## src/hdl/ocs_pkg.sv

```systemverilog
// package of constants and types for the oscillator watchdog clock select block
// Overview of operation
// - watchdog enabled after reset by default
// - disable bit four turns watchdog off
// - enabled watchdog: pll ticks increment counter
// - each crystal transition clears the counter
// - counter overflows after sixteen pll ticks
// - overflow switches cpu clock, flags interrupt
// - switchover holds despite crystal returning
// - only reset restores direct clock source
// - disabled, non-pll code: crystal clock, pll powered off
// - supervision only in direct or prescaled modes
// - straps sampled in reset; codes other than 011 and 001 enable pll
// - pll resyncs on every f-th transition
// - codes 1xx: input /4, vco pairs
// - codes 010, 000: input /2, x10, x16
// - 011 bypasses pll; 001 halves input
// - code 001 uses prescaler divide by two
// - code 011 drives cpu from crystal pin
package ocs_pkg;
  localparam logic [2:0] STRAP_DIRECT = 3'h3; // direct drive code
  localparam logic [2:0] STRAP_PRESCALE = 3'h1; // prescaler code
  localparam int CFG_DIS_BIT = 4; // disable bit in system config word
  localparam logic [4:0] WD_OVF = 5'h10; // sixteen pll ticks
  localparam logic [4:0] WD_ZERO = 5'h00; // counter reset value
  localparam logic CFG_DIS_RST = 1'b0; // watchdog enabled at reset
  localparam logic [2:0] STRAP_RST = 3'h7; // default strap value
  localparam logic [7:0] PLL_DEF_MUL = 8'h40; // default vco multiply
  localparam logic [2:0] PLL_DEF_DIV = 3'h4; // default vco divide
  localparam logic [2:0] PLL_DEF_PRE = 3'h4; // default input divide
  localparam logic [4:0] PLL_DEF_F = 5'h04; // default factor
  // clock source selection states, gray along reset to external to fallback
  typedef enum logic [1:0] {
    CS_RESET = 2'b00,
    CS_EXT = 2'b01,
    CS_FREE = 2'b11
  } ocs_src_t;
  // decoded pll setting
  typedef struct packed {
    logic pll_on;
    logic presc_out;
    logic [2:0] in_div;
    logic [7:0] vco_mul;
    logic [2:0] vco_div;
    logic [4:0] factor;
  } ocs_pll_t;
endpackage : ocs_pkg

```

## src/hdl/ocs_wd_if.sv

```systemverilog
// interface carrying watchdog counter signals between the top and the counter
`timescale 1ns/1ps
interface ocs_wd_if;
  logic run; // counting enabled
  logic xtal_edge; // crystal transition seen
  logic ovf; // overflow pulse
  logic [4:0] count; // present count
  modport ctl (output run, output xtal_edge, input ovf, input count);
  modport cnt (input run, input xtal_edge, output ovf, output count);
endinterface : ocs_wd_if

```

## src/hdl/ocs_clock_select.sv

```systemverilog
// clock source supervision and selection top level
`timescale 1ns/1ps
module ocs_clock_select
  import ocs_pkg::*;
(
  // clock and reset
  input wire logic mclk,
  input wire logic rst_n,
  // pins and config
  input wire logic crystal_input,
  input wire logic [2:0] clock_mode_straps,
  input wire logic osc_supervisor_disable,
  input wire logic irq_clear,
  // status
  output logic owd_irq,
  output logic clk_switched,
  output logic pll_power_on,
  output logic use_pll,
  output logic use_prescaler,
  output logic cpu_clk_sel_free,
  output logic [2:0] pll_in_div,
  output logic [7:0] pll_vco_mul,
  output logic [2:0] pll_vco_div,
  output logic [4:0] pll_factor,
  output logic [4:0] wd_count
);
  // decode strap code into pll setting
  function automatic ocs_pll_t decode(input logic [2:0] s);
    ocs_pll_t p;
    p = '{1'b1, 1'b0, PLL_DEF_PRE, PLL_DEF_MUL, PLL_DEF_DIV, PLL_DEF_F};
    case (s)
      3'h7: p = '{1'b1, 1'b0, 3'h4, 8'h40, 3'h4, 5'h04};
      3'h6: p = '{1'b1, 1'b0, 3'h4, 8'h30, 3'h4, 5'h03};
      3'h5: p = '{1'b1, 1'b0, 3'h4, 8'h40, 3'h2, 5'h08};
      3'h4: p = '{1'b1, 1'b0, 3'h4, 8'h28, 3'h2, 5'h05};
      3'h2: p = '{1'b1, 1'b0, 3'h2, 8'h28, 3'h2, 5'h0a};
      3'h0: p = '{1'b1, 1'b0, 3'h2, 8'h40, 3'h2, 5'h10};
      3'h3: p = '{1'b0, 1'b0, 3'h1, 8'h01, 3'h1, 5'h01};
      3'h1: p = '{1'b0, 1'b1, 3'h1, 8'h01, 3'h1, 5'h01};
      default: p = '{1'b1, 1'b0, PLL_DEF_PRE, PLL_DEF_MUL, PLL_DEF_DIV, PLL_DEF_F};
    endcase
    return p;
  endfunction : decode
  ////////////////////////////////////////////////////////////////////////////
  // pin synchronisers
  logic [1:0] xs_q; // crystal input two-stage sync
  logic [1:0] xs_d;
  logic xprev_q; // previous synced level for edge detection
  logic xprev_d;
  logic [2:0] st1_q; // strap sync first stage
  logic [2:0] st2_q; // strap sync second stage
  logic [2:0] st1_d;
  logic [2:0] st2_d;
  always_comb begin
    xs_d = {xs_q[0], crystal_input};
    xprev_d = xs_q[1];
    st1_d = clock_mode_straps;
    st2_d = st1_q;
  end
  always_ff @(posedge mclk) begin
    xs_q <= xs_d;
    xprev_q <= xprev_d;
    st1_q <= st1_d;
    st2_q <= st2_d;
  end
  ////////////////////////////////////////////////////////////////////////////
  // strap capture and source state
  logic [2:0] strap_q; // straps latched while in reset
  logic [2:0] strap_d;
  ocs_src_t src_q; // clock source state
  ocs_src_t src_d;
  logic irq_q; // sticky interrupt flag
  logic irq_d;
  logic dis_q; // registered disable bit
  logic dis_d;
  ocs_pll_t cfg; // decoded setting
  logic supervise; // watchdog active
  ocs_wd_if wd ();
  assign cfg = decode(strap_q);
  // supervision only without pll multiply and when enabled
  assign supervise = !dis_q && !cfg.pll_on && (src_q == CS_EXT);
  // next state
  always_comb begin
    strap_d = strap_q;
    src_d = src_q;
    irq_d = irq_q;
    dis_d = osc_supervisor_disable;
    case (src_q)
      CS_RESET: begin
        src_d = CS_EXT;
      end
      CS_EXT: begin
        if (wd.ovf && supervise) begin
          src_d = CS_FREE;
        end
      end
      CS_FREE: begin
        src_d = CS_FREE;
      end
      default: src_d = CS_RESET;
    endcase
    if (irq_clear) begin
      irq_d = 1'b0;
    end
    if (src_q == CS_EXT && wd.ovf && supervise) begin
      irq_d = 1'b1;
    end
  end
  // register state; reset returns source to direct input
  always_ff @(posedge mclk) begin
    if (!rst_n) begin
      strap_q <= st2_q;
      src_q <= CS_RESET;
      irq_q <= 1'b0;
      dis_q <= CFG_DIS_RST;
    end else begin
      strap_q <= strap_d;
      src_q <= src_d;
      irq_q <= irq_d;
      dis_q <= dis_d;
    end
  end
  ////////////////////////////////////////////////////////////////////////////
  // watchdog counter
  assign wd.run = supervise;
  assign wd.xtal_edge = xs_q[1] ^ xprev_q;
  ocs_wd_counter u_cnt (
    .mclk(mclk),
    .rst_n(rst_n),
    .wd(wd)
  );
  ////////////////////////////////////////////////////////////////////////////
  // outputs
  logic [4:0] cnt_q; // registered count copy
  logic pwr_q; // registered pll power
  always_ff @(posedge mclk) begin
    if (!rst_n) begin
      cnt_q <= WD_ZERO;
      pwr_q <= 1'b0;
    end else begin
      cnt_q <= wd.count;
      pwr_q <= cfg.pll_on || !dis_q;
    end
  end
  assign owd_irq = irq_q;
  assign clk_switched = (src_q == CS_FREE);
  assign cpu_clk_sel_free = (src_q == CS_FREE);
  assign pll_power_on = pwr_q;
  assign use_pll = cfg.pll_on;
  assign use_prescaler = cfg.presc_out;
  assign pll_in_div = cfg.in_div;
  assign pll_vco_mul = cfg.vco_mul;
  assign pll_vco_div = cfg.vco_div;
  assign pll_factor = cfg.factor;
  assign wd_count = cnt_q;
endmodule : ocs_clock_select

```

## src/hdl/ocs_wd_counter.sv

```systemverilog
// watchdog counter clocked by the pll free-running tick
`timescale 1ns/1ps
module ocs_wd_counter
  import ocs_pkg::*;
(
  // clock and reset
  input wire logic mclk,
  input wire logic rst_n,
  // counter link
  ocs_wd_if.cnt wd
);
  logic [4:0] cnt_q; // tick count
  logic [4:0] cnt_d;
  logic ovf_q; // overflow pulse
  logic ovf_d;
  ////////////////////////////////////////////////////////////////////////////
  // next count
  always_comb begin
    cnt_d = cnt_q;
    ovf_d = 1'b0;
    if (!wd.run) begin
      cnt_d = WD_ZERO;
    end else if (wd.xtal_edge) begin
      cnt_d = WD_ZERO;
    end else if (cnt_q == WD_OVF - 5'h01) begin
      cnt_d = WD_ZERO;
      ovf_d = 1'b1;
    end else begin
      cnt_d = cnt_q + 5'h01;
    end
  end
  // register count
  always_ff @(posedge mclk) begin
    if (!rst_n) begin
      cnt_q <= WD_ZERO;
      ovf_q <= 1'b0;
    end else begin
      cnt_q <= cnt_d;
      ovf_q <= ovf_d;
    end
  end
  assign wd.count = cnt_q;
  assign wd.ovf = ovf_q;
endmodule : ocs_wd_counter

```

## config.mk

```make
export PLATFORM = sky130hd
export DESIGN_NAME = ocs_clock_select
export DESIGN_NICKNAME = d
export VERILOG_FILES = /design/src/hdl/ocs_pkg.sv /design/src/hdl/ocs_wd_if.sv /design/src/hdl/ocs_clock_select.sv /design/src/hdl/ocs_wd_counter.sv
export SDC_FILE = /design/constraint.sdc
export NUM_CORES = 1
export LEC_CHECK = 0
export ABC_AREA = 1
export BUFFER_PORTS_ARGS = -buffer_cell sky130_fd_sc_hd__buf_2
export CAP_MARGIN = 20
export CORE_MARGIN = 2
export CORE_UTILIZATION = 50
export CTS_BUF_LIST = sky130_fd_sc_hd__clkbuf_4 sky130_fd_sc_hd__clkbuf_8
export DETAILED_ROUTE_END_ITERATION = 16
export PLACE_DENSITY = 0.76
export SYNTH_ARGS = -nofsm -noshare
export SYNTH_HDL_FRONTEND = slang
export SYNTH_SLANG_ARGS = --single-unit
export TNS_END_PERCENT = 30
```

## constraint.sdc

```tcl
create_clock -name mclk -period 1.85 [get_ports mclk]
set_clock_uncertainty 0.2 [all_clocks]
set_input_delay 0 -clock mclk [delete_from_list [all_inputs] [get_ports mclk]]
set_output_delay 0 -clock mclk [all_outputs]
set_load 0.05 [all_outputs]
```

## Yosys cells after proc, flatten, opt, wreduce, memory -nomap -nowiden

Memory sizes are Yosys's and may differ from the RTL's. A register that Yosys moved wholly into a read port is not among the register bits.
Cells that the tools add are included.

- Bits in registers: 28
- ROM bits: 144
- Input port bits: 8
- Memories kept: 1

Memories:

| memory | words | width | read ports | clocked after Yosys merged registers in | write ports | line | source |
|---|---|---|---|---|---|---|---|
| (no name shown) | 8 | 18 | 1 | 1 | 0 | ocs_clock_select.sv:31 | `case (s)` |

- Add/sub/neg operators: 1
- Eq/ne operators: 4
- Muxes and demuxes: 6
- Bitwise operators: 3
- Reductions and logical operators: 12

Operator list:

| operator | number |
|---|---|
| $pmux W2 S3 | 1 |
| $add A5 B1 Y5 const B | 1 |
| $eq A5 B4 Y1 const B | 1 |
| $logic_and A1 B1 Y1 | 5 |
| $reduce_or A4 Y1 | 1 |
| $mux W1 | 3 |
| $mux W3 | 1 |
| $reduce_or A3 Y1 | 1 |
| $eq A2 B1 Y1 const B | 1 |
| $eq A2 B2 Y1 const B | 1 |
| $logic_not A1 Y1 | 2 |
| $logic_not A2 Y1 | 1 |
| $mux W2 | 1 |
| $ne A2 B2 Y1 const B | 1 |
| $not A1 Y1 | 2 |
| $reduce_bool A2 Y1 | 1 |
| $logic_or A1 B1 Y1 | 1 |
| $xor A1 B1 Y1 | 1 |

## Longest topological paths before layout

Gate-level depths: netlist of the first run.

- Depth in word-level cells: 6
- Mapped depth: 7

## Modules after synthesis

A second synthesis of the first run with hierarchy kept.

- Cell total of the unflattened synthesis: 139
- Area total of the unflattened synthesis: 1432.6 sq um

By module, submodules not included:

| module | times used | cells an instance | area an instance (sq um) | seq. area each (sq um) |
|---|---|---|---|---|
| ocs_clock_select | 1 | 111 | 1191.1 | 790.8 |
| ocs_wd_counter | 1 | 28 | 241.5 | 120.1 |

## Worst setup path after synthesis of the first run

No wires, ideal clock.

- Path type: register -> register
- Start point: reg strap_q[0], in the netlist strap_d[0]
- End point: reg, netlist name cfg[13]
- Library setup time: 0.118 ns
- Data arrival time: 1.039 ns
- Path slack: 0.493 ns
- Stages on the path, launching flop included: 7
- Buffers on the path: 0
- Cell sequence: edfxtp_1 > inv_1 > o21ai_4 > inv_1 > ha_1 > nand2_4 > o21ai_2

- Cells in the longest elaborated chain, start to end: 1

RTL lines:

| what | line | source |
|---|---|---|
| from (decl) | ocs_clock_select.sv:68 | `logic [2:0] strap_q;` |
| from (signal assigned) | ocs_clock_select.sv:112 | `strap_q <= st2_q;` |
| from (signal assigned) | ocs_clock_select.sv:117 | `strap_q <= strap_d;` |
| $mux W3 (no source line) | -- |  |

No other way between the ends.
A chain may end at the register's enable or synchronous reset.

## Final worst setup path of the first run

- Start point: in rst_n
- End point: reg, netlist name cfg[13]

- Cells in the longest elaborated chain, start to end: 1

RTL lines:

| what | line | source |
|---|---|---|
| from (decl) | ocs_clock_select.sv:8 | `input wire logic rst_n,` |
| $mux W3 (no source line) | -- |  |

No other way between the ends.

==> results of run 1 <==
==> metrics by stage <==
step                      total power, uW  hold slack [ns]  cell area (um2)  std cells  worst slack (ns)
after global placement               1330          -0.0979             1640        204             0.408
after CTS                            1790           0.0550             1790        221             0.263
after floorplan                      1290           -0.172             1480        145             0.493
after global routing                 1850           0.0441             1790        221             0.180
after detailed placement             1340          -0.0964             1640        204             0.337
final                                1770           0.0788             1790        221             0.262
==> cell usage after synthesis <==
cell and n:
a21oi_1 3, nor3_1 1, nand2_1 22, buf_4 7, o21ai_1 1, nand3_1 3
o21ai_4 1, o21ai_0 1, dfxtp_1 41, nor2_1 14, o21bai_2 1, nor2_2 2
edfxtp_1 3, inv_2 1, nand2_2 3, nand2_4 3, inv_8 1, nand4_1 1
conb_1 1, o21ai_2 2, nand2_8 1, inv_1 23, ha_1 6, xnor2_1 1
==> power by group <==
part	switching [uW]	internal (uW)	total (uW)
Clock	278	161	439
Combinational	227	74.3	301
Sequential	16.6	1010	1030
==> kinds of logic after synthesis <==
kind of cell,synth area share (%)
other,0.255
adders and majority gates,5.11
AOI/OAI and AO/OA,4.77
DFF,62.0
and+or+nand+nor,16.8
buffers and inverters,10.5
xor gates and xnor gates,0.596
==> routing by layer <==
layer  vias to the layer above  routed length (um)  GRT usage, %
li1                        512                   -             -
met3                         6                 106          4.69
met1                       416                 925          15.7
met5                         -                   0             0
met2                        26                1170          27.4
met4                         0                  72          12.0
==> area by class of cell <==
class	instances	area, um2
fillers	221	993
flip-flops and latches	44	911
well taps	31	38.8
clock buffers	6	45.0
multi-input cells	69	412
clock inverters	2	12.5
inverters	25	101
repair buffers	44	268
==> placed cells by master (no fill, tap or decap), types with 2 or more instances in the layout <==
master	count
ha_1	6
nand3_1	3
nand2_4	3
nor2_1	14
buf_2	34
dlygate4sd3_1	9
nand2_1	22
nand2_2	3
conb_1	3
dfxtp_1	41
inv_1	23
nor2_2	2
o21ai_2	2
a21oi_1	3
clkbuf_4	6
edfxtp_1	3
==> worst max path at each step <==
stage | end | slack (ns)
floorplan | cfg[13]$_DFF_P_ | 0.49
global placement | cfg[13]$_DFF_P_ | 0.41
detailed placement | cfg[13]$_DFF_P_ | 0.34
CTS | cfg[13]$_DFF_P_ | 0.26
global route | cfg[3]$_DFF_P_ | 0.18
finish | cfg[13]$_DFF_P_ | 0.26
==> worst max-delay path, stage by stage <==
cell and delay, ns:
dlygate4sd3_1 0.54, buf_2 0.13, inv_2 0.19, nand2_2 0.10
o21ai_4 0.12, inv_1 0.14, ha_1 0.27, nand2_4 0.10
o21ai_2 0.05
==> registers in the layout, indices dropped and copies added, names as in the netlist, 2 cells and up <==
register        count
xs_q                2
u_cnt.wd.count      5
cfg                16
st2_q               3
st1_q               3
src_q               2
strap_d             3
wd_count            5
==> summary.txt, run 1 <==
Worst setup path
  • CP Max Fanout: 11
  • Reg2Reg Setup Slack: around 0.30 ns
  • CP arrival: between 1.5 and 2 ns
  • RR Startpoint: src_q[0]$_SDFFE_PN0P_
  • WP data required: roughly 1.9 ns
  • Worst setup SP type: primary input
  • Critical path class: in -> reg
  • Worst R2R Path Depth: 5
  • Worst setup EP type: flip-flop
  • CP startpoint: rst_n
  • Reg-to-reg endpoint: owd_irq$_SDFFE_PN0P_

Routing
  • Routed WL: about 2300 um
  • WL/cell: between 10 and 15 um
  • Initial drt markers: 14
  • First-pass detailed-route iteration total: 4
  • Routed vias: 960
  • Post-route ant nets: 0
  • Via density: between 4 and 5
  • Detailed-route DRC error count: 0

Clock network
  • Hold buffers post-CTS: 9
  • CTS tree: built
  • CTS max path bufs: 2
  • Htree depth: 2
  • CTS Root Buffer Type: clkbuf_4
  • CTS sink count: between 40 and 50
  • Post_cts resized: 0
  • Setup Fix Bufs, Post-CTS: 0
  • Worst-Skew Late Latency: around 0.35 ns
  • Cts bufs inserted: 5
  • Clock Pin Slew Worst Setup and Hold Paths: 0.12 ns

Cells and area
  • Antenna Cells: 0
  • Layout cells sized above 1: a little over 30%
  • Area grow syn2layout: 21.7%
  • Post-layout util: between 60% and 70%
  • Final #Nets: 203

Power
  • Peak supply drop: 0.874 mV
  • Leak Pwr: around 0.00093 uW
  • PwrDens: 988 mW/mm2

Timing
  • RSZ-0062 raised after global routing: no
  • Hold Vio Cnt, Final: 0
  • Final setup viols: 0
  • Final setup TNS: 0 ns
  • Highest clock rate: 630 MHz
  • Final min period: ~1.6 ns
  • Crit share post-route: 85.8%
  • Max Slew Vio Count: 0

Global routing
  • Initial antenna violation count: 0
  • Vias in the first global route: around 930
  • First-pass GRT wire length: 3750 um
  • Global-route usage over all layers: ~16%
  • Remaining Overflow, GRT: 0
  • Largest net degree at the start of global routing: 15

Floorplanning
  • I/O pin cnt: 38
  • Area of the die: ~0.0034 mm2
  • Die H: ~58 um
  • Core area: between 0.002 and 0.003 mm2
  • Initial core utilization: between 50% and 60%
  • Core Rows: 19
  • Die extent in x: just under 60 um

Synthesis
  • Synth unique cells: 24
  • Synthesized instance count: between 100 and 150
  • Flops & latches, synth: 44
  • Synth warnings: 0
  • Avg Inst Size Synth: 10.3 um2
  • Post-synth top area cell: dfxtp_1
  • Sequential cell area fraction in the yosys report: between 60% and 70%
  • Top cells by area, synth: dfxtp_1 (56%), edfxtp_1 (6.1%), inv_1 (5.9%)
  • Share of the synthesized area in the top cell type: between 50% and 60%
  • Post-Syn Area: 0.00147 mm2

Placement
  • Final Wtd Congestion: around 0.76
  • Port bufs: 34
  • Detail Placement HPWL: between 1500 and 2000 um

Run status
  • Status: completed

Min path
  • HP Class: in -> reg
  • Hold worst-path end: st1_q[0]$_DFF_P_
  • Hold path cells: 2
  • Hold_sp: clock_mode_straps[0]

Flow run
  • Max-cap violations: 0
(Power assumes the default switching activity.)
==> inputs of run 2 (changes only) <==
==> constraint.sdc (replaced) <==
create_clock -name mclk -period 1.6 [get_ports mclk]
set_clock_uncertainty 0.2 [all_clocks]
set_input_delay 0 -clock mclk [delete_from_list [all_inputs] [get_ports mclk]]
set_output_delay 0 -clock mclk [all_outputs]
set_load 0.05 [all_outputs]
==> run 2 against run 1 <==
  * Final area up 1.3%
  * Worst setup slack got worse by 0.19 ns
  * Core utilization up 0.85 points
  * Die area did not move
  * Non-clock buffer count increased by 1
  * First-iteration DRC count grew 43%
  * Wire length is 6.2% lower
  * Via count down 1.1%
  * Largest cell class unchanged
==> summary.txt, run 2 (synthesis results as in run 1) <==
Run status
  • Status: completed (unchanged)

Cells and area
  • Post-layout util: 65.1% (was 64.3%)
  • Most frequent cells in the layout: dfxtp_1 (37), buf_2 (34), inv_1 (23), nand2_1 (22), nor2_1 (13) (was dfxtp_1 (41), buf_2 (34), inv_1 (23), nand2_1 (22), nor2_1 (14))
  • Commonest non-fill, non-tap cell in the layout: dfxtp_1 (unchanged)
  • Max reg flops: 16 (unchanged)
  • Post-route design area: 0.00181 mm2 (was 0.00179 mm2)
  • Area grow syn2layout: 23.3% (was 21.7%)
  • Final #Nets: 204 (was 203)
  • Fin cells: 222 (was 221)
  • Layout cells sized above 1: 34.6% (was 30.5%)
  • Antenna Cells: 0 (unchanged)

Routing
  • Routed vias: 949 (was 960)
  • Via density: 4.27 (was 4.34)
  • Routed WL: 2130 um (was 2270 um)
  • First-pass detailed-route iteration total: 4 (unchanged)
  • Detailed-route DRC error count: 0 (unchanged)
  • WL/cell: 9.59 um (was 10.3 um)
  • Post-route ant nets: 0 (unchanged)
  • Initial drt markers: 20 (was 14)

Timing
  • Crit share post-route: a little over nine tenths
  • Final setup viols: 0 (unchanged)
  • Hold Vio Cnt, Final: 0 (unchanged)
  • Highest clock rate: roughly 650 MHz
  • Setup WS post-layout: 0.0684 ns (was 0.262 ns)
  • RSZ-0062 raised after global routing: yes (was no)
  • Final min period: about 1.5 ns
  • Final setup TNS: 0 ns (unchanged)
  • Max Slew Vio Count: 0 (unchanged)

Clock network
  • Htree depth: 2 (unchanged)
  • Cts bufs inserted: 5 (unchanged)
  • CTS max path bufs: 2 (unchanged)
  • Clock Pin Slew Worst Setup and Hold Paths: 0.11 ns (was 0.12 ns)
  • CTS sink count: 44 (unchanged)
  • Worst-Skew Late Latency: 0.33 ns (was 0.35 ns)
  • CTS Root Buffer Type: clkbuf_4 (unchanged)
  • CTS tree: built (unchanged)

Placement
  • Cell count after placement: 205 (was 204)
  • Placed Area: 0.00165 mm2 (was 0.00164 mm2)
  • Port bufs: 34 (unchanged)
  • Dpl ws: 0.0832 ns (was 0.337 ns)
  • Detail Placement HPWL: 1520 um (was 1680 um)
  • Final Wtd Congestion: 0.741 (was 0.756)

Worst setup path
  • Critical path class: reg -> reg (was in -> reg)
  • Worst setup EP type: flip-flop (unchanged)
  • CP arrival: 1.61 ns (was 1.64 ns)
  • Reg2Reg Setup Slack: 0.07 ns (was 0.30 ns)
  • CP Max Fanout: 3 (was 11)
  • Worst setup SP type: flip-flop (was primary input)
  • WP data required: 1.68 ns (was 1.90 ns)

Min path
  • HP Class: in -> reg (unchanged)

Global routing
  • First-pass GRT wire length: 3240 um (was 3750 um)
  • Initial antenna violation count: 0 (unchanged)
  • Remaining Overflow, GRT: 0 (unchanged)
  • Largest net degree at the start of global routing: 14 (was 15)
  • Vias in the first global route: 807 (was 925)
  • Global-route usage over all layers: 13.4% (was 15.8%)

Floorplanning
  • Die H: 58.2 um (unchanged)
  • Initial core utilization: 52.8% (unchanged)
  • Core Rows: 19 (unchanged)
  • Die extent in x: 58.2 um (unchanged)
  • I/O pin cnt: 38 (unchanged)
  • Core area: 0.00278 mm2 (unchanged)
  • Area of the die: 0.00339 mm2 (unchanged)

Power
  • Switching share of power: 28.6% (was 29.5%)
  • Psw: 585 uW (was 522 uW)
  • Int Power: 1460 uW (was 1250 uW)
  • PwrDens: 1130 mW/mm2 (was 988 mW/mm2)
  • Logic gate share of total power: 17.1% (about the same)
  • Leak Pwr: 0.000940 uW (was 0.000930 uW)
  • Peak supply drop: 0.895 mV (was 0.874 mV)
  • Sequential Power Share: 58.0% (was 58.1%)
  • Clock share of power: 24.9% (about the same)

Flow run
  • Max-cap violations: 0 (unchanged)
[run 2: cell types whose count changed in the layout (fill, tap and decap cells not counted), sizes merged]
cell | before | now
clkbuf | 6 | 7
buf | 35 | 36
clkinvlp | 1 | 0
[run 2: timing repair]
item	CTS	global route
endpoints found under the hold margin	20	0
hold buffers	9	0
resized for setup	0	7
setup buffers	0	0
endpoints found under the setup margin	0	6
[run 2: path summary, 6_finish.rpt]
check,start,endpoint,depth (start not counted)
worst min register to register,xs_q[0]$_DFF_P_,xs_q[1]$_DFF_P_,0
worst max-delay path,cfg[20]$_SDFF_PP1_,owd_irq$_SDFFE_PN0P_,4
worst max register to register,cfg[20]$_SDFF_PP1_,owd_irq$_SDFFE_PN0P_,4
worst min-delay path,clock_mode_straps[2],st1_q[2]$_DFF_P_,2
[run 2: stage by stage]
stage / power (uW) / hold WS (ns)
2_1_floorplan: 1490 / -0.172
3_3_place_gp: 1540 / -0.0974
4_1_cts: 2070 / 0.0775
3_5_place_dp: 1550 / -0.0956
5_1_grt: 2140 / 0.0680
6_report: 2050 / 0.0952
[run 2: worst max-delay path: stages (launching register included)]
cell,delay (ns)
dfxtp_2,0.35
nor2_2,0.14
nand3_2,0.11
a21oi_2,0.14
dlygate4sd3_1,0.54
[run 2: cell type report]
class / instances / area, um2
clock buffers: 7 / 52.6
clock inverters: 1 / 5.00
fillers: 223 / 970
inverters: 25 / 101
multi-input cells: 69 / 423
flip-flops and latches: 44 / 916
well taps: 31 / 38.8
repair buffers: 45 / 275
[run 2: power groups by stage]
stage	Sequential (uW)	Clock, uW	Combinational (uW)
2_1_floorplan	1360	0	133
3_3_place_gp	1210	0	332
3_5_place_dp	1210	0	336
4_1_cts	1190	531	351
5_1_grt	1200	579	369
6_report	1190	510	350
[run 2: metal layers]
layer	vias up	wire (um)	track usage, %	share of wire, %
li1	515	-	-	-
met3	5	124	4.91	5.8
met2	29	1050	21.3	49
met4	0	40	9.63	1.9
met5	-	0	0	0
met1	400	917	14.8	43
==> inputs of run 3 (changes only) <==
--- a/config.mk
+++ b/config.mk
@@ -8,6 +8,7 @@
 export ABC_AREA = 1
 export BUFFER_PORTS_ARGS = -buffer_cell sky130_fd_sc_hd__buf_2
 export CAP_MARGIN = 20
+export CORE_ASPECT_RATIO = 2
 export CORE_MARGIN = 2
 export CORE_UTILIZATION = 50
 export CTS_BUF_LIST = sky130_fd_sc_hd__clkbuf_4 sky130_fd_sc_hd__clkbuf_8
==> run 3 against run 2 <==
  * Die area grew 0.78%
  * Worst setup slack lost 0.048 ns
  * Via count grew 4.6%
  * Maximum frequency shrank 3.0%
  * Critical endpoint unchanged
  * Largest cell class unchanged
  * Highest routed layer unchanged
==> summary.txt, run 3 (synthesis results as in run 1) <==
Run status
  • Status: completed (unchanged)

Timing
  • Max Slew Vio Count: 0 (unchanged)
  • Hold Vio Cnt, Final: 0 (unchanged)
  • Final setup viols: 0 (unchanged)
  • Crit share post-route: 98.7% (was 95.7%)
  • Highest clock rate: 633 MHz (was 653 MHz)
  • Final min period: 1.58 ns (was 1.53 ns)
  • Final setup TNS: 0 ns (unchanged)
  • RSZ-0062 raised after global routing: yes (unchanged)
  • Setup WS post-layout: 0.0209 ns (was 0.0684 ns)

Floorplanning
  • Core Rows: 27 (was 19)
  • I/O pin cnt: 38 (unchanged)
  • Area of the die: 0.00341 mm2 (was 0.00339 mm2)
  • Core area: 0.00277 mm2 (was 0.00278 mm2)
  • Initial core utilization: 53.0% (was 52.8%)
  • Die extent in x: 42.3 um (was 58.2 um)
  • Die H: 80.7 um (was 58.2 um)

Clock network
  • CTS tree: built (unchanged)
  • Worst-Skew Late Latency: 0.29 ns (was 0.33 ns)
  • CTS max path bufs: 2 (unchanged)
  • CTS sink count: 44 (unchanged)
  • Htree depth: 2 (unchanged)
  • Cts bufs inserted: 5 (unchanged)
  • Clock Pin Slew Worst Setup and Hold Paths: 0.07 ns (was 0.11 ns)
  • CTS Root Buffer Type: clkbuf_8 (was clkbuf_4)

Min path
  • Hold path cells: 0 (was 2)
  • HP Class: reg -> reg (was in -> reg)
  • Hold_sp: xs_q[0]$_DFF_P_ (was clock_mode_straps[2])

Routing
  • Initial drt markers: 18 (was 20)
  • Routed vias: 993 (was 949)
  • Wl on met1: 731 um (was 917 um)
  • Post-route ant nets: 0 (unchanged)
  • Met2 wire length: 1210 um (was 1050 um)
  • Detailed-route DRC error count: 0 (unchanged)
  • DR WL met3: 136 um (was 124 um)
  • Via density: 4.51 (was 4.27)
  • First-pass detailed-route iteration total: 3 (was 4)
  • WL/cell: 9.82 um (was 9.59 um)
  • DR top layer: met4 (unchanged)
  • Routed WL: 2160 um (was 2130 um)

Worst setup path
  • Worst path slowest cell: dlygate4sd3_1 (unchanged)
  • WP data required: 1.63 ns (was 1.68 ns)
  • CP Max Fanout: 3 (unchanged)
  • Stages on worst setup path: 4 (unchanged)
  • Worst R2R Path Depth: 4 (unchanged)
  • CP arrival: 1.61 ns (about the same)
  • Worst setup EP type: flip-flop (unchanged)
  • Worst setup SP type: flip-flop (unchanged)
  • Critical path class: reg -> reg (unchanged)
  • RR Startpoint: cfg[20]$_SDFF_PP1_ (unchanged)
  • WP buf/inv: 1 (unchanged)
  • Family with the most delay on the worst path: buffers and inverters (unchanged)
  • CP startpoint: cfg[20]$_SDFF_PP1_ (unchanged)
  • Worst path cell trace: nor2_1 -> nand3_2 -> a21oi_1 -> dlygate4sd3_1 (was nor2_2 -> nand3_2 -> a21oi_2 -> dlygate4sd3_1)
  • Crit-path max cell delay: 0.56 ns (was 0.54 ns)

Power
  • Peak supply drop: 0.787 mV (was 0.895 mV)
  • Int Power: 1670 uW (was 1460 uW)
  • Sequential Power Share: 52.1% (was 58.0%)
  • Switching share of power: 26.8% (was 28.6%)
  • PwrDens: 1230 mW/mm2 (was 1130 mW/mm2)
  • Final Power: 2280 uW (was 2050 uW)
  • Leak Pwr: 0.000959 uW (was 0.000940 uW)
  • Clock share of power: 32.5% (was 24.9%)
  • Psw: 610 uW (was 585 uW)
  • Logic gate share of total power: 15.5% (was 17.1%)

Cells and area
  • Layout cells sized above 1: 33.0% (was 34.6%)
  • Antenna Cells: 0 (unchanged)
  • Post-route design area: 0.00185 mm2 (was 0.00181 mm2)
  • Area grow syn2layout: 26.2% (was 23.3%)
  • Final #Nets: 204 (unchanged)
  • Most frequent cells in the layout: dfxtp_1 (40), buf_2 (34), inv_1 (23), nand2_1 (21), nor2_1 (13) (was dfxtp_1 (37), buf_2 (34), inv_1 (23), nand2_1 (22), nor2_1 (13))
  • Commonest non-fill, non-tap cell in the layout: dfxtp_1 (unchanged)
  • Fin cells: 220 (was 222)
  • Max reg flops: 16 (unchanged)

Global routing
  • Vias in the first global route: 964 (was 807)
  • Largest net degree at the start of global routing: 14 (unchanged)
  • Global-route usage over all layers: 14.8% (was 13.4%)
  • Initial antenna violation count: 0 (unchanged)
  • Remaining Overflow, GRT: 0 (unchanged)
  • First-pass GRT wire length: 3640 um (was 3240 um)

Placement
  • Placed Area: 0.00165 mm2 (about the same)
  • Final Wtd Congestion: 0.705 (was 0.741)
  • Dpl ws: 0.0969 ns (was 0.0832 ns)
  • Port bufs: 34 (unchanged)
  • Cell count after placement: 203 (was 205)
  • Detail Placement HPWL: 1630 um (was 1520 um)

Flow run
  • Max-cap violations: 0 (unchanged)
run 3: cell count changes in the layout (fill, tap and decap cells not counted), sizes merged:
cell | before | now
clkbuf | 7 | 8
clkinv | 1 | 0
run 3: power groups by stage:
stage	logic, uW	registers (uW)	clock network [uW]
final	352	1190	739
after global placement	331	1210	0
after CTS	352	1190	767
after global routing	374	1190	804
after floorplan	133	1360	0
after detailed placement	337	1210	0
run 3: final cells by class:
| cell class | count | area, um2 |
|---|---|---|
| clock buffers | 8 | 104 |
| fillers | 226 | 917 |
| inverters | 25 | 104 |
| multi-input cells | 69 | 422 |
| flip-flops and latches | 44 | 912 |
| well taps | 29 | 36.3 |
| repair buffers | 45 | 275 |
run 3: worst paths after layout:
check	end	slack (ns)
setup / recovery	owd_irq$_SDFFE_PN0P_	0.02
hold / removal	xs_q[1]$_DFF_P_	0.13
setup reg to reg	owd_irq$_SDFFE_PN0P_	0.02
hold reg to reg	xs_q[1]$_DFF_P_	0.13
run 3: repair_timing:
item | 4_1_cts | 5_1_grt
hold endpoints to repair | 19 | 0
hold buffers | 9 | 0
endpoints found under the setup margin | 0 | 13
gates resized for setup | 0 | 5
setup buffers | 0 | 0
run 3: metal layers:
layer,vias to the layer above,global-route usage (%)
met1,445,10.9
met5,-,0
li1,514,-
met4,0,12.5
met3,7,5.17
met2,27,27.8
run 3: through the flow:
stage          hold slack (ns)  util (%)
6_report                 0.129      66.9
5_1_grt                  0.133      66.9
4_1_cts                  0.123      66.4
3_5_place_dp           -0.0964      59.4
3_3_place_gp           -0.0981      59.4
2_1_floorplan           -0.172         -
